===== src/shared/rstc_defs.vh =====
// Constants for the reset and stop-recovery block.
`ifndef RSTC_DEFS_VH
`define RSTC_DEFS_VH

`define RSTC_OFS_WDCTL      5'h00
`define RSTC_OFS_OPTION     5'h04
`define RSTC_OFS_WAKE_EN    5'h08
`define RSTC_OFS_PORT_IN    5'h0c
`define RSTC_OFS_STATE      5'h10

`define RSTC_WDCTL_POR      7
`define RSTC_WDCTL_STOP     6
`define RSTC_WDCTL_WDT      5

`define RSTC_OPT_WATCHDOG_RESET_SELECT_OPTION    0
`define RSTC_OPT_BO_KEEP    1
`define RSTC_OPT_RESET      2'h3
`define RSTC_WAKE_EN_RESET  1'b0

`define RSTC_CLK_PERIOD_PS  4000
`define RSTC_SYS_RESET_NS   1000
`define RSTC_STOP_REC_NS    1000
`define RSTC_WAKE_FILTER_NS 10

`endif


===== src/design/rstc_wake_detect.v =====
// Per-pin synchroniser, glitch filter and stop wake-up transition detector.
`timescale 1ns/10ps
`default_nettype none
`include "rstc_defs.vh"

module rstc_wake_detect #(
    parameter PINS   = 8,
    parameter FILTER = 3
) (
    input  wire            sys_clk,
    input  wire            srst,
    input  wire            clk_en,
    input  wire [PINS-1:0] gpio_pin,
    input  wire [PINS-1:0] wake_en,
    input  wire            track,
    output wire [PINS-1:0] pin_sync,
    output reg             wake_hit
);
    localparam [31:0] FILT_FULL = FILTER - 1;
    localparam [1:0]  FILT_LAST = FILT_FULL[1:0];

    wire [PINS-1:0] hit;

    genvar i;
    generate
        for (i = 0; i < PINS; i = i + 1) begin : g_pin
            reg       meta;
            reg       stable;
            reg       ref_level;
            reg [1:0] run_cnt;
            wire      differ = (stable != ref_level);
            always @(posedge sys_clk) begin
                if (srst) begin
                    meta      <= 1'b0;
                    stable    <= 1'b0;
                    ref_level <= 1'b0;
                    run_cnt   <= 2'h0;
                end else if (clk_en) begin
                    meta   <= gpio_pin[i];
                    stable <= meta;
                    // While running the reference follows the pin, so entering
                    // stop compares against the last level seen before it.
                    if (track) begin
                        ref_level <= stable;
                        run_cnt   <= 2'h0;
                    end else if (differ && wake_en[i]) begin
                        if (run_cnt != FILT_LAST)
                            run_cnt <= run_cnt + 2'h1;
                    end else begin
                        run_cnt <= 2'h0;
                    end
                end
            end
            // Either direction of change counts, and the hit is latched by
            // the caller, so a pulse that returns is still a wake-up.
            assign hit[i]      = differ && wake_en[i] && !track &&
                                 (run_cnt == FILT_LAST);
            assign pin_sync[i] = stable;
        end
    endgenerate

    always @(posedge sys_clk) begin
        if (srst)
            wake_hit <= 1'b0;
        else if (clk_en)
            wake_hit <= |hit;
    end
endmodule
`default_nettype wire


===== src/design/rstc_top.v =====
// Reset, brownout hold, watchdog reset and stop-recovery controller.
`timescale 1ns/10ps
`default_nettype none
`include "rstc_defs.vh"

module rstc_top #(
    parameter PINS             = 8,
    parameter SYS_RESET_CYCLES = (`RSTC_SYS_RESET_NS * 1000 +
                                  `RSTC_CLK_PERIOD_PS - 1) / `RSTC_CLK_PERIOD_PS,
    parameter STOP_REC_CYCLES  = (`RSTC_STOP_REC_NS * 1000 +
                                  `RSTC_CLK_PERIOD_PS - 1) / `RSTC_CLK_PERIOD_PS
) (
    input  wire            sys_clk,
    input  wire            srst,
    input  wire            clk_en,
    input  wire [4:0]      avs_address,
    input  wire            avs_read,
    input  wire            avs_write,
    input  wire [31:0]     avs_writedata,
    input  wire [3:0]      avs_byteenable,
    output reg  [31:0]     avs_readdata,
    output reg             avs_waitrequest,
    input  wire            supply_brownout_monitor,
    input  wire            wdt_timeout,
    input  wire            wdt_irq_mode,
    input  wire            cpu_irq_enable,
    input  wire            cpu_stop,
    input  wire [PINS-1:0] gpio_pin,
    output reg             sys_reset,
    output reg             brownout_mon_en,
    output reg             stop_exit,
    output reg             wdt_irq_req,
    output reg  [PINS-1:0] port_input_data_reg
);
    localparam FILTER_CYCLES = (`RSTC_WAKE_FILTER_NS * 1000 +
                                `RSTC_CLK_PERIOD_PS - 1) / `RSTC_CLK_PERIOD_PS;
    localparam [31:0] RST_FULL  = SYS_RESET_CYCLES - 1;
    localparam [31:0] STOP_FULL = STOP_REC_CYCLES - 1;
    localparam [15:0] RST_LAST  = RST_FULL[15:0];
    localparam [15:0] STOP_LAST = STOP_FULL[15:0];

    localparam [3:0] ST_HOLD = 4'h1;
    localparam [3:0] ST_RSEQ = 4'h2;
    localparam [3:0] ST_RUN  = 4'h4;
    localparam [3:0] ST_SREC = 4'h8;

    reg  [3:0]      state;
    reg  [3:0]      next_state;
    reg  [15:0]     cnt;
    reg             bo_meta;
    reg             bo_low;
    reg             por_pending;
    reg             irq_pending;
    reg             flag_por;
    reg             flag_stop;
    reg             flag_wdt;
    reg  [1:0]      option;
    reg  [PINS-1:0] wake_en;
    wire [PINS-1:0] pin_sync;
    wire            wake_hit;

    wire bus_take  = (avs_read || avs_write) && !avs_waitrequest;
    wire wr_take   = bus_take && avs_write && avs_byteenable[0];
    wire wr_wdctl  = wr_take && (avs_address == `RSTC_OFS_WDCTL);
    wire wr_option = wr_take && (avs_address == `RSTC_OFS_OPTION);
    wire wr_wake   = wr_take && (avs_address == `RSTC_OFS_WAKE_EN);

    // The core still shows stop in the cycle of the exit pulse; that cycle
    // must not count as stop, or a pin still away from its old level would
    // start a second recovery at once.
    wire in_stop     = cpu_stop && (state == ST_RUN) && !stop_exit;
    // With the keep option clear the monitor is off in stop, so its report
    // is ignored there rather than trusted from a powered-down comparator.
    wire bo_active   = !in_stop || option[`RSTC_OPT_BO_KEEP];
    wire bo_trip     = bo_low && bo_active;
    wire cnt_rst_end = (cnt == RST_LAST);
    wire cnt_rec_end = (cnt == STOP_LAST);
    wire wdt_reset   = wdt_timeout && !in_stop && (state == ST_RUN) &&
                       option[`RSTC_OPT_WATCHDOG_RESET_SELECT_OPTION];
    wire wdt_wake    = wdt_timeout && in_stop;
    wire pin_wake    = wake_hit && in_stop;
    wire track       = (state == ST_RUN) && !cpu_stop;

    rstc_wake_detect #(
        .PINS   (PINS),
        .FILTER (FILTER_CYCLES)
    ) u_wake (
        .sys_clk  (sys_clk),
        .srst     (srst),
        .clk_en   (clk_en),
        .gpio_pin (gpio_pin),
        .wake_en  (wake_en),
        .track    (track),
        .pin_sync (pin_sync),
        .wake_hit (wake_hit)
    );

    always @* begin
        next_state = state;
        case (state)
            ST_HOLD: begin
                if (!bo_low)
                    next_state = ST_RSEQ;
            end
            ST_RSEQ: begin
                if (bo_low)
                    next_state = ST_HOLD;
                else if (cnt_rst_end)
                    next_state = ST_RUN;
            end
            ST_RUN: begin
                if (bo_trip)
                    next_state = ST_HOLD;
                else if (wdt_reset)
                    next_state = ST_RSEQ;
                else if (wdt_wake || pin_wake)
                    next_state = ST_SREC;
            end
            ST_SREC: begin
                if (bo_trip)
                    next_state = ST_HOLD;
                else if (cnt_rec_end)
                    next_state = ST_RUN;
            end
            default: next_state = ST_HOLD;
        endcase
    end

    // Brownout report arrives from an analog comparator, hence two stages.
    always @(posedge sys_clk) begin
        if (srst) begin
            bo_meta <= 1'b0;
            bo_low  <= 1'b0;
        end else if (clk_en) begin
            bo_meta <= supply_brownout_monitor;
            bo_low  <= bo_meta;
        end
    end

    always @(posedge sys_clk) begin
        if (srst) begin
            state       <= ST_RSEQ;
            cnt         <= 16'h0000;
            por_pending <= 1'b1;
            irq_pending <= 1'b0;
            sys_reset   <= 1'b1;
            stop_exit   <= 1'b0;
            wdt_irq_req <= 1'b0;
        end else if (clk_en) begin
            state       <= next_state;
            stop_exit   <= 1'b0;
            wdt_irq_req <= 1'b0;
            if (next_state != state)
                cnt <= 16'h0000;
            else if (state == ST_RSEQ || state == ST_SREC)
                cnt <= cnt + 16'h0001;
            sys_reset <= (next_state == ST_HOLD) || (next_state == ST_RSEQ);
            if (state == ST_HOLD)
                por_pending <= 1'b1;
            else if (state == ST_RSEQ && next_state == ST_RUN)
                por_pending <= 1'b0;
            if (state == ST_RUN && wdt_wake)
                irq_pending <= wdt_irq_mode && cpu_irq_enable;
            if (state == ST_SREC && next_state == ST_RUN) begin
                stop_exit   <= 1'b1;
                wdt_irq_req <= irq_pending;
                irq_pending <= 1'b0;
            end
        end
    end

    // Cause flags: hardware setting wins over a software write-1 clear.
    always @(posedge sys_clk) begin
        if (srst) begin
            flag_por  <= 1'b0;
            flag_stop <= 1'b0;
            flag_wdt  <= 1'b0;
        end else if (clk_en) begin
            if (state == ST_RSEQ && next_state == ST_RUN && por_pending)
                flag_por <= 1'b1;
            else if (wr_wdctl && avs_writedata[`RSTC_WDCTL_POR])
                flag_por <= 1'b0;
            if (state == ST_RUN && (wdt_wake || pin_wake) && !bo_trip)
                flag_stop <= 1'b1;
            else if (wr_wdctl && avs_writedata[`RSTC_WDCTL_STOP])
                flag_stop <= 1'b0;
            if ((wdt_reset || wdt_wake) && !bo_trip)
                flag_wdt <= 1'b1;
            else if (wr_wdctl && avs_writedata[`RSTC_WDCTL_WDT])
                flag_wdt <= 1'b0;
        end
    end

    always @(posedge sys_clk) begin
        if (srst) begin
            option  <= `RSTC_OPT_RESET;
            wake_en <= {PINS{`RSTC_WAKE_EN_RESET}};
        end else if (clk_en) begin
            if (wr_option)
                option <= avs_writedata[1:0];
            if (wr_wake)
                wake_en <= avs_writedata[PINS-1:0];
        end
    end

    // Input data freezes from stop entry until recovery has run its full
    // delay, then takes the level present at that moment, whether or not it lasted the delay.
    always @(posedge sys_clk) begin
        if (srst) begin
            port_input_data_reg <= {PINS{1'b0}};
            brownout_mon_en     <= 1'b1;
        end else if (clk_en) begin
            if (track)
                port_input_data_reg <= pin_sync;
            else if (state == ST_SREC && next_state == ST_RUN)
                port_input_data_reg <= pin_sync;
            brownout_mon_en <= bo_active;
        end
    end

    // Each access waits one cycle, then completes with waitrequest low.
    always @(posedge sys_clk) begin
        if (srst) begin
            avs_waitrequest <= 1'b1;
            avs_readdata    <= 32'h00000000;
        end else if (clk_en) begin
            avs_waitrequest <= !((avs_read || avs_write) && avs_waitrequest);
            avs_readdata    <= 32'h00000000;
            if (avs_read && avs_waitrequest) begin
                case (avs_address)
                    `RSTC_OFS_WDCTL: begin
                        avs_readdata[`RSTC_WDCTL_POR]  <= flag_por;
                        avs_readdata[`RSTC_WDCTL_STOP] <= flag_stop;
                        avs_readdata[`RSTC_WDCTL_WDT]  <= flag_wdt;
                    end
                    `RSTC_OFS_OPTION:  avs_readdata[1:0] <= option;
                    `RSTC_OFS_WAKE_EN: avs_readdata[PINS-1:0] <= wake_en;
                    `RSTC_OFS_PORT_IN: avs_readdata[PINS-1:0] <= port_input_data_reg;
                    `RSTC_OFS_STATE:   avs_readdata[3:0] <= state;
                    default:           avs_readdata <= 32'h00000000;
                endcase
            end
        end
    end
endmodule
`default_nettype wire


===== config.mk =====
export PLATFORM = sky130hd
export DESIGN_NAME = rstc_top
export DESIGN_NICKNAME = d
export VERILOG_FILES = /design/src/design/rstc_wake_detect.v /design/src/design/rstc_top.v
export VERILOG_INCLUDE_DIRS = /design/src /design/src/shared
export SDC_FILE = /design/constraint.sdc
export NUM_CORES = 1
export LEC_CHECK = 0
export BUFFER_PORTS_ARGS = -buffer_cell sky130_fd_sc_hd__buf_2
export CAP_MARGIN = 40
export CELL_PAD_IN_SITES_DETAIL_PLACEMENT = 1
export CELL_PAD_IN_SITES_GLOBAL_PLACEMENT = 2
export CORE_ASPECT_RATIO = 0.75
export CORE_MARGIN = 1.5
export CORE_UTILIZATION = 32
export DETAILED_ROUTE_END_ITERATION = 8
export PLACE_DENSITY = 0.87
export SLEW_MARGIN = 20
export SYNTH_ARGS = -nofsm -noshare
export SYNTH_HDL_FRONTEND = slang
export SYNTH_SLANG_ARGS = --single-unit

===== constraint.sdc =====
create_clock -name sys_clk -period 3 [get_ports sys_clk]
set_input_delay 0.6 -clock sys_clk [delete_from_list [all_inputs] [get_ports sys_clk]]
set_output_delay 0.6 -clock sys_clk [all_outputs]
set_load 0.02 [all_outputs]

# Yosys cells after proc, flatten, opt, wreduce, memory -nomap -nowiden
# Cells that the tools add are included.
# totals
reg_bits,123
latch_bits,0
mem_bits_rw,0
mem_bits_ro,0
in_bits,59
output_inout_bits,45
memories,0
# op_classes
add_sub_neg,9
mul,0
n_div,0
magnitude_cmp,0
eq_ne,45
shift,0
muxes,53
n_bitwise,0
reduce_logical,92
# ops
cell,n
logical AND 1 bit,52
2-to-1 mux 2 bit,24
AND reduction 2 bit,18
2-to-1 mux 16 bit,2
2-to-1 mux 4 bit,7
2-to-1 mux 8 bit,3
"!= test 3 x 2 -> 1 bit, second input constant",6
"adder 16 x 1 -> 16 bit, second input constant",1
"adder 2 x 1 -> 2 bit, second input constant",8
"equality test 16 x 8 -> 1 bit, second input constant",1
"equality test 2 bit, second input constant",8
"!= test 2 bit, second input constant",8
one-hot mux 4 bit (4 select lines),1
nonzero test 2 bit,7
2-to-1 mux 1 bit,12
"equality test 5 x 4 -> 1 bit, second input constant",2
one-hot mux 3 bit (3 select lines),1
"equality test 4 x 1 -> 1 bit, second input constant",2
"equality test 4 x 2 -> 1 bit, second input constant",2
"equality test 4 x 3 -> 1 bit, second input constant",2
!= test 1 bit,8
one-hot mux 2 bit (4 select lines),1
OR reduction 8 bit,1
zero test 1 bit,7
other kinds (9),15

# Longest topological paths before layout
# Gate-level depths: netlist of the first run.
# depth
word_depth,15
mapped_depth,9
depth_no_buf,8

# By module
# From an unflattened synthesis of the first run, not the netlist that was laid out.
# unflattened
cells_unflattened,614
hier_area_um2,5232.5
# by_module_without_submodules
module,n_inst,cells_each,area_per_inst_um2,seq_area_each_um2
rstc_top,1,385,3276.9,1161.1
rstc_wake_detect,1,229,1955.6,820.8

# Least setup slack after synthesis of the first run
# Ideal clock, no wire load.
# synth_path
path_kind,register to register
from,register state[0]
to,register cnt[6]
setup_ns,0.093
arrival_ns,2.249
required_time_ns,2.907
slack_ns,0.658
path_stages_with_launch,9
n_path_buf,2
path_cell_list,dfxtp_1 > or4b_1 > buf_2 > o31ai_4 > nand3_2 > a211oi_4 > nand2_2 > buf_4 > o311ai_2
# synth_via
elab_chain_len,13
elab_cells_between_ends,28
cone_classes,eq/ne (5); mux (9); reduce/logical (14)
# synth_rtl
item,line_no,source
from (decl),rstc_top.v:47,reg [3:0] state;
from (signal assigned),rstc_top.v:150,state <= next_state;
equality test 4 x 3 -> 1 bit,"rstc_top.v:71, rstc_top.v:78, rstc_top.v:100",
logical AND 1 bit (2 in series),rstc_top.v:71,wire in_stop = cpu_stop && (state == ST_RUN) && !stop_exit;
zero test 1 bit,"rstc_top.v:74, rstc_top.v:78",
logical AND 1 bit (3 in series),rstc_top.v:78,wire wdt_reset = wdt_timeout && !in_stop && (state == ST_RUN) &&
2-to-1 mux 4 bit,rstc_top.v:114,else if (wdt_reset)
2-to-1 mux 4 bit,rstc_top.v:112,if (bo_trip)
one-hot mux 4 bit (4 select lines),rstc_top.v:100,case (state)
!= test 4 bit,rstc_top.v:153,if (next_state != state)
nonzero test 2 bit (no source line),-,
AND reduction 2 bit (no source line),-,
to (signal assigned),rstc_top.v:156,cnt <= cnt + 16'h0001;
to (decl),rstc_top.v:49,reg [15:0] cnt;
# Parallel ways exist; a longest one is shown, timed or not.
# A chain may end at the register's enable or synchronous reset.

# Worst setup path in the final report of the first run
# layout_path
from,register state[1]
to,register cnt[2]
# Same word-level chain as after synthesis.

==> impl_metrics.csv, run 1 <==
group,metric,value,unit
sta,rsz0062_at_grt,"false",
sta,maxSlewViolCount,0,
cells_and_area,nNetsFinal,701,
grt,use_met1,0.240,
sta,fmax,352,MHz
yosys,synthCells,584,
placement,dp.cells,824,
worst_setup_path,arrival,3.08,ns
yosys,synth_edf_count,0,
floorplanning,die_area,0.0163,mm^2
yosys,yosys_warnings,0,
grt,grt_pass1_vias,4386,
worst_setup_path,slowest_delay,0.70,ns
sta,tightest_slew,0.737,ns
placement,placedInstanceArea,0.00538,mm^2
cells_and_area,mostFrequentLayoutCell,"dfxtp_1",
clock_tree,cts_tree,"yes",
worst_hold_path,hp-class,"flip-flop to flip-flop",
detailed_routing,ant_nets,0,
sta,setup_tns,0,ns
worst_setup_path,critPathTopFamily,"compound AO/OA/AOI/OAI gates",
yosys,syn_area_per_cell,8.51,um^2
cells_and_area,fillers,1851,
cells_and_area,fin_util,0.376,
floorplanning,die_w,147,um
clock_tree,cts.clk_slew.worst_paths,0.07,ns
cells_and_area,syn_to_final_growth,15.1,%
worst_setup_path,path_class,"flip-flop to flip-flop",
grt,grt_util_met3,0.0362,
detailed_routing,firstDrtPassIters,4,
clock_tree,cts_hold_buf,0,
sta,finalHoldViolCount,0,
sta,slew_headroom,0.509,
grt,met2_usage,0.286,
sta,timing.final.crit_share,0.948,
detailed_routing,wl,14000,um
yosys,yosysUniqueCellTypes,62,
placement,preCtsSetupSlack,0.302,ns
worst_setup_path,worst_setup_path_start_kind,"flip-flop",
grt,grt_pass1_wl,22700,um
yosys,syn_area,0.00497,mm^2
detailed_routing,drcViolationCount,0,
floorplanning,coreArea,0.0152,mm^2
floorplanning,die_height,111,um
worst_setup_path,crit_slowest_cell,"or4b_1",
yosys,ys.flop_type,"dfxtp_1",
cells_and_area,finalInstanceArea,0.00572,mm^2
clock_tree,insertion_delay,0.35,ns
status,status,"finished, final reports clean",
clock_tree,cts_sinks,99,
floorplanning,initial_core_util,0.327,
clock_tree,post_cts_buffers,0,
sta,fin_ws,0.157,ns
grt,grt_max_degree,70,
sta,whs,0.477,ns
grt,track_usage,0.179,
worst_setup_path,crit_chain,"or4b_1, o31ai_4, nand3_2, a211oi_4, nand2_2, o311ai_1",
sta,fin_crit,2.84,ns
worst_setup_path,end_kind,"flip-flop",
clock_tree,h-tree-depth,3,
power,ir_drop,0.226,mV
power,p_per_area,491,mW/mm^2
flow_run,cap_violations,0,
worst_setup_path,critPathMaxFanout,14,
detailed_routing,drtIter0Drc,250,
cells_and_area,seqCellArea,0.00198,mm^2
grt,overflow,0,
power,p_total,2.81,mW
detailed_routing,avgRoutedWirePerCell,16.7,um
cells_and_area,reg.largest.list,"cnt x16, u_wake.g_pin.run_cnt x16",
floorplanning,ioPinCount,104,
floorplanning,rows,39,
yosys,ys_seq_area_frac,0.399,
power,cellLeakagePower,2.36,nW
detailed_routing,viasPerCell,5.12,
yosys,async_reset_ff_frac,0,
cells_and_area,final_cells,842,
placement,port_buffers,52,
cells_and_area,layout-drive-gt1-share,0.165,
grt,busiest_layer,"met2",
sta,setup_viol,0,
worst_setup_path,worst-path-buf-inv,0,
worst_setup_path,crit_required,3.24,ns
placement,dp_hpwl,10200,um
sta,fin_worst_skew,0.00829,ns
clock_tree,cts.repair.resized,0,
placement,place_congestion,0.800,
detailed_routing,via_count,4309,
clock_tree,clockRootBuffer,"clkbuf_16",
cells_and_area,final_cell_mix,"dfxtp_1 (99), nor2_1 (96), nand2_1 (63)",
yosys,ys_ff_latch,99,
cells_and_area,diodes,0,
clock_tree,clock_path_buffers,2,
cells_and_area,multi_input_area,0.00272,mm^2
clock_tree,cts_made_buffers,9,
grt,antenna_found_initial,0,
## synth_stat cells (all sizes together) (5+ instances only)
cell / n / area [um^2]
dfxtp: 99 / 1980
nor2: 96 / 360
nand2: 64 / 243
mux2i: 48 / 480
buf: 31 / 215
a21oi: 29 / 149
clkbuf: 24 / 90.1
nand3: 24 / 125
nand4: 14 / 87.6
inv: 13 / 48.8
or4: 11 / 82.6
ha: 10 / 125
nor3: 10 / 55.1
a22oi: 9 / 67.6
o311ai: 9 / 116
xor2: 9 / 78.8
o21ai: 8 / 40.0
nor2b: 7 / 43.8
and3: 5 / 31.3
## final timing paths
check | start | endpoint | slack, ns | depth (start not counted)
max reg2reg | state[1] | cnt[2] | 0.16 | 6
min | por_pending | por_pending | 0.48 | 1
min reg2reg | por_pending | por_pending | 0.48 | 1
max | state[1] | cnt[2] | 0.16 | 6
## power by group
group,internal (mW),total (mW),switching [mW]
registers,1.33,1.36,0.0265
clock network,0.693,1.21,0.520
logic,0.0772,0.239,0.162
total,2.10,2.81,0.708
## layer usage
metal  routed length (um)  part of all wire  vias up
met2                 6360              0.45       68
met3                  507             0.036       10
li1                     -                 -     2117
met1                 6990              0.50     2114
met5                    0                 0        -
met4                  183             0.013        0
## cells by family (layout without fill, tap and decap cells)
family,count (synthesis),after routing,share of synthesized area
AND/OR/NAND/NOR,257,257,0.248
buffers and inverters,68,98,0.0712
multiplexers,52,52,0.106
AO/OA/AOI/OAI,86,86,0.131
other,1,24,0.000754
adder cells (fa/ha/maj),10,10,0.0252
flip-flops,99,99,0.399
XOR/XNOR,11,11,0.0194
## area by class of cell
class / count / share of cell area
inverters: 13 / 0.00853
well taps: 205 / 0.0448
repair buffers: 69 / 0.0697
flip-flops and latches: 99 / 0.346
clock buffers: 11 / 0.0442
multi-input cells: 440 / 0.476
clock inverters: 5 / 0.0107
No activity file was read; power rests on OpenSTA's default activity.
==> run 2: changes to the inputs <==
--- a/config.mk
+++ b/config.mk
@@ -12,10 +12,12 @@
 export CELL_PAD_IN_SITES_GLOBAL_PLACEMENT = 2
 export CORE_ASPECT_RATIO = 0.75
 export CORE_MARGIN = 1.5
-export CORE_UTILIZATION = 32
+export CORE_UTILIZATION = 33
+export CTS_CLUSTER_DIAMETER = 120
 export DETAILED_ROUTE_END_ITERATION = 8
-export PLACE_DENSITY = 0.87
+export PLACE_DENSITY = 0.89
 export SLEW_MARGIN = 20
 export SYNTH_ARGS = -nofsm -noshare
 export SYNTH_HDL_FRONTEND = slang
+export SYNTH_HIERARCHICAL = 1
 export SYNTH_SLANG_ARGS = --single-unit
==> run 2 against run 1 <==
- non-clock buffer count rose by 2
- sequential share of layout area decreased by 0.97 points
- wire length rose by 2.2%
- largest power group unchanged
- area after synthesis up 5.2%
- first-iteration DRC count rose by 22%
- synthesized cell count rose by 5.1%
- maximum frequency shrank 0.48%
==> impl_metrics.csv, run 2 <==
group,metric,value,unit
worst_setup_path,critPathMaxFanout,16,
clock_tree,h-tree-depth,3,
worst_setup_path,crit_required,3.23,ns
clock_tree,clock_path_buffers,2,
yosys,syn_area,0.00523,mm^2
cells_and_area,diodes,0,
power,ir_drop,0.261,mV
yosys,async_reset_ff_frac,0,
cells_and_area,layout-drive-gt1-share,0.159,
sta,fmax,350,MHz
yosys,synth_commonest_cells,"dfxtp_1 (99), nor2_1 (79), mux2i_1 (38), nand2_1 (36), nand2b_1 (34)",
yosys,syn_area_per_cell,8.52,um^2
yosys,synth_top_area_share,0.379,
clock_tree,cts.clk_slew.worst_paths,0.07,ns
worst_setup_path,arrival,3.09,ns
worst_setup_path,slowest_delay,0.59,ns
clock_tree,cts_tree,"yes",
clock_tree,cts_hold_buf,0,
cells_and_area,multi_input_area,0.00286,mm^2
sta,rsz0062_at_grt,"false",
detailed_routing,highest_layer,"met4",
yosys,ys.flop_type,"dfxtp_1",
sta,setup_viol,0,
detailed_routing,met2_length,6530,um
detailed_routing,met1_length,6880,um
power,p_per_area,467,mW/mm^2
sta,timing.final.crit_share,0.952,
floorplanning,die_w,148,um
clock_tree,clockRootBuffer,"clkbuf_16",
sta,whs,0.470,ns
worst_setup_path,crit_slowest_cell,"o41a_4",
floorplanning,rows,39,
yosys,yosys_warnings,6,
detailed_routing,drtIter0Drc,306,
flow_run,cap_violations,0,
sta,fin_worst_skew,0.00915,ns
sta,setup_tns,0,ns
cells_and_area,syn_to_final_growth,12.5,%
cells_and_area,nNetsFinal,723,
status,status,"finished, final reports clean",
sta,tightest_slew,0.733,ns
placement,dp_hpwl,10700,um
worst_setup_path,critPathTopFamily,"compound AO/OA/AOI/OAI gates",
cells_and_area,fillers,1835,
yosys,yosysUniqueCellTypes,69,
power,cellLeakagePower,2.21,nW
worst_setup_path,crit_chain,"or4b_1, o31a_1, or2_1, o41a_4, nand3_1, buf_4, o22ai_1",
sta,maxSlewViolCount,0,
grt,grt_max_degree,92,
grt,grt_pass1_wl,23400,um
cells_and_area,reg.largest.list,"cnt x16, u_wake/g_pin.run_cnt x16",
yosys,yosysTopAreaCell,"dfxtp_1",
floorplanning,die_area,0.0166,mm^2
detailed_routing,wl_met3,772,um
yosys,synthCells,614,
yosys,synth_edf_count,0,
clock_tree,insertion_delay,0.35,ns
grt,track_usage,0.178,
floorplanning,coreArea,0.0154,mm^2
clock_tree,post_cts_buffers,0,
power,p_total,2.75,mW
grt,grt_pass1_vias,4667,
grt,antenna_found_initial,0,
sta,finalHoldViolCount,0,
detailed_routing,avgRoutedWirePerCell,16.6,um
detailed_routing,drcViolationCount,0,
worst_setup_path,worst-path-buf-inv,1,
detailed_routing,firstDrtPassIters,4,
floorplanning,ioPinCount,104,
grt,overflow,0,
detailed_routing,wl,14300,um
yosys,ys_seq_area_frac,0.379,
detailed_routing,via_count,4621,
worst_setup_path,end_kind,"flip-flop",
clock_tree,cts_made_buffers,9,
cells_and_area,mostFrequentLayoutCell,"dfxtp_1",
placement,place_congestion,0.822,
sta,slew_headroom,0.507,
yosys,synthTopCellsByArea,"dfxtp_1 (38%), mux2i_1 (7.3%), nor2_1 (5.7%)",
worst_setup_path,path_class,"flip-flop to flip-flop",
detailed_routing,viasPerCell,5.35,
sta,fin_crit,2.86,ns
cells_and_area,seqCellArea,0.00198,mm^2
placement,port_buffers,52,
worst_hold_path,hp-class,"flip-flop to flip-flop",
floorplanning,die_height,112,um
yosys,ys_ff_latch,99,
floorplanning,initial_core_util,0.340,
clock_tree,cts_sinks,99,
detailed_routing,ant_nets,0,
yosys,yosys.cell_count.top_type,"dfxtp_1",
cells_and_area,final_cell_mix,"dfxtp_1 (99), nor2_1 (79), buf_2 (52)",
worst_setup_path,worst_setup_path_start_kind,"flip-flop",
-- run 2: changes by cell type after synthesis, sizes merged, moves of 7 or more --
cell    change
mux2i      -10
nor2       -17
xnor2       +7
or4        -10
o311ai      -9
inv        +11
nand2      -28
xor2        -9
nand3       -7
buf        +12
nand2b     +30
nor4       +11
-- run 2: cells by family after synthesis --
family          synth area share
compound gates             0.159
xor+xnor                  0.0151
fa+ha+maj                 0.0239
flops                      0.379
other cells             0.000717
buf+inv                   0.0916
simple gates               0.245
mux                       0.0856
-- run 2: stage by stage --
step	instances	worst slack [ns]	util	instance area, um^2
floorplan	637	0.418	-	5320
detailed placement	847	0.0958	0.363	5580
finish	864	0.144	0.383	5890
CTS	863	0.0686	0.382	5870
global placement	846	0.217	0.363	5570
global route	864	0.0701	0.383	5890
-- run 2: tightest hold or removal path: cells and delay by family, from the launching register on --
family	cells	cell delay, ns
and+or+nand+nor	1	0.05
DFF	1	0.32
AOI/OAI and AO/OA	1	0.05
-- run 2: area by class of cell --
cell class / count / area share
multi-input cells: 449 / 0.486
flip-flops and latches: 99 / 0.337
repair buffers: 71 / 0.0705
well taps: 205 / 0.0436
clock buffers: 10 / 0.0406
inverters: 24 / 0.0153
clock inverters: 6 / 0.00786
-- run 2: layer usage --
layer / vias up / GRT usage
met5: - / 0
met4: 0 / 0.0455
met3: 12 / 0.0484
met2: 103 / 0.291
met1: 2276 / 0.231
li1: 2230 / -
-- run 2: where the power goes --
group	switching (mW)	total, mW	internal [mW]
clock	0.532	1.12	0.591
sequential	0.0195	1.35	1.33
combinational	0.178	0.276	0.0983
-- run 2: worst paths after layout --
path                             startpoint                   endpoint  slack [ns]  cells after the start
setup / recovery                   state[2]                    cnt[14]        0.14                      7
hold / removal    u_wake/g_pin[1].ref_level  u_wake/g_pin[1].ref_level        0.47                      2
setup reg to reg                   state[2]                    cnt[14]        0.14                      7
hold reg to reg   u_wake/g_pin[1].ref_level  u_wake/g_pin[1].ref_level        0.47                      2
-- run 2: repair_timing --
| item | CTS | global route |
|---|---|---|
| endpoints found under the hold margin | 0 | 0 |
| endpoints found under the setup margin | 0 | 6 |
| resized for setup | 0 | 1 |
==> run 3: changes to the inputs <==
--- a/config.mk
+++ b/config.mk
@@ -15,8 +15,9 @@
 export CORE_UTILIZATION = 33
 export CTS_CLUSTER_DIAMETER = 120
 export DETAILED_ROUTE_END_ITERATION = 8
+export GPL_TIMING_DRIVEN = 0
 export PLACE_DENSITY = 0.89
-export SLEW_MARGIN = 20
+export SLEW_MARGIN = 40
 export SYNTH_ARGS = -nofsm -noshare
 export SYNTH_HDL_FRONTEND = slang
 export SYNTH_HIERARCHICAL = 1
==> constraint.sdc (replaced) <==
create_clock -name sys_clk -period 3 [get_ports sys_clk]
set_input_delay 0.15 -clock sys_clk [delete_from_list [all_inputs] [get_ports sys_clk]]
set_output_delay 0.15 -clock sys_clk [all_outputs]
set_load 0.02 [all_outputs]
==> run 3 against run 2 <==
- sequential power about the same
- die area unchanged
- utilization increased by 1.7 points
- wire length increased by 13%
- cell count increased by 5.0%
- clock skew decreased by 0.0013 ns
- via count increased by 4.4%
- clock power increased by 4%
- sequential share of layout area decreased by 1.4 points
==> impl_metrics.csv, run 3 (synthesis results as in run 2) <==
group,metric,value,unit
grt,antenna_found_initial,0,
cells_and_area,syn_to_final_growth,17.5,%
clock_tree,cts_made_buffers,9,
placement,dp_hpwl,12500,um
grt,grt_pass1_vias,4989,
sta,fin_crit,2.90,ns
clock_tree,clockRootBuffer,"clkbuf_16",
clock_tree,clock_path_buffers,2,
clock_tree,h-tree-depth,3,
grt,grt_max_degree,16,
worst_setup_path,slowest_delay,0.53,ns
sta,tightest_slew,0.810,ns
floorplanning,initial_core_util,0.340,
detailed_routing,via_count,4824,
worst_setup_path,r2r_slack,0.10,ns
worst_setup_path,end_kind,"flip-flop",
sta,slew_headroom,0.455,
clock_tree,insertion_delay,0.36,ns
detailed_routing,avgRoutedWirePerCell,17.8,um
cells_and_area,nNetsFinal,767,
cells_and_area,reg.largest.list,"cnt x16, u_wake/g_pin.run_cnt x16",
detailed_routing,firstDrtPassIters,6,
flow_run,cap_violations,0,
detailed_routing,drcViolationCount,0,
floorplanning,die_area,0.0166,mm^2
detailed_routing,wl,16200,um
cells_and_area,final_cells,907,
worst_setup_path,critPathMaxFanout,10,
floorplanning,die_w,148,um
sta,fin_worst_skew,0.00786,ns
grt,track_usage,0.200,
power,p_per_area,462,mW/mm^2
sta,setup_tns,0,ns
floorplanning,coreArea,0.0154,mm^2
cells_and_area,layout-drive-gt1-share,0.175,
grt,grt_pass1_wl,25900,um
clock_tree,cts_tree,"yes",
detailed_routing,ant_nets,0,
worst_hold_path,hp-class,"input pin to flip-flop",
sta,maxSlewViolCount,0,
grt,overflow,0,
cells_and_area,diodes,0,
floorplanning,rows,39,
worst_setup_path,crit_required,3.24,ns
placement,port_buffers,50,
placement,dp.cells,892,
status,status,"finished, final reports clean",
cells_and_area,mostFrequentLayoutCell,"dfxtp_1",
worst_setup_path,crit_chain,"or4b_1, buf_2, o31a_1, or2_1, o41a_4, buf_6, a32oi_1, o31ai_1",
detailed_routing,drtIter0Drc,285,
sta,setup_viol,0,
placement,place_congestion,0.909,
clock_tree,cts.clk_slew.worst_paths,0.07,ns
clock_tree,cts_sinks,99,
clock_tree,post_cts_buffers,0,
power,ir_drop,0.261,mV
worst_setup_path,crit_slowest_cell,"o41a_4",
power,cellLeakagePower,2.36,nW
sta,rsz0062_at_grt,"false",
floorplanning,die_height,112,um
detailed_routing,viasPerCell,5.32,
worst_setup_path,path_class,"flip-flop to flip-flop",
worst_setup_path,arrival,3.13,ns
sta,timing.final.crit_share,0.966,
sta,fmax,345,MHz
power,p_total,2.84,mW
cells_and_area,final_cell_mix,"dfxtp_1 (99), nor2_1 (79), buf_2 (55)",
worst_setup_path,worst_setup_path_start_kind,"flip-flop",
sta,finalHoldViolCount,0,
floorplanning,ioPinCount,104,
==> run 3: layout make-up <==
cell class / instances / area [um^2]
multi-input cells: 449 / 2890
flip-flops and latches: 99 / 1980
fillers: 1876 / 9220
clock inverters: 4 / 51.3
clock buffers: 11 / 243
plain buffers: 65 / 389
well taps: 205 / 256
inverters: 24 / 90.1
repair buffers: 50 / 250
==> run 3: layer usage <==
layer / share of wire / wire (um) / track usage / vias to the layer above
met4: 0.019 / 305 / 0.0653 / 0
met2: 0.44 / 7110 / 0.315 / 136
met1: 0.48 / 7730 / 0.269 / 2346
met3: 0.064 / 1030 / 0.0508 / 24
li1: - / - / - / 2318
met5: 0 / 0 / 0 / -
==> run 3: critical path: cells and delay by family, from the launching register on <==
kind            cells  cell delay, ns
compound gates      4            1.22
simple gates        2            0.78
buf+inv             2            0.36
flops               1            0.43
==> run 3: final timing paths <==
| check | from | to | cells after the start |
|---|---|---|---|
| worst max register to register | state[2] | cnt[9] | 8 |
| worst max-delay path | state[2] | cnt[9] | 8 |
| worst min-delay path | gpio_pin[6] | u_wake/g_pin[6].meta | 3 |
| worst min register to register | u_wake/g_pin[5].run_cnt[1] | u_wake/g_pin[5].run_cnt[1] | 2 |
==> run 3: what timing repair did <==
item | in CTS | in global routing
setup endpoints to repair | 0 | 8
gates resized for setup | 0 | 1
hold buffers | 0 | 0
==> run 3: stage by stage <==
stage / util / hold slack [ns] / worst slack, ns / cell area [um^2]
detailed placement: 0.379 / 0.393 / 0.105 / 5830
floorplan: - / 0.268 / 0.418 / 5320
global route: 0.400 / 0.0424 / 0.00271 / 6150
CTS: 0.398 / 0.0274 / 0.0990 / 6120
global placement: 0.379 / 0.385 / 0.169 / 5830
finish: 0.400 / 0.0429 / 0.102 / 6150
==> run 3: power breakdown <==
part           internal (mW)  switching [mW]
logic                  0.117           0.200
registers               1.33          0.0183
clock network          0.665           0.510
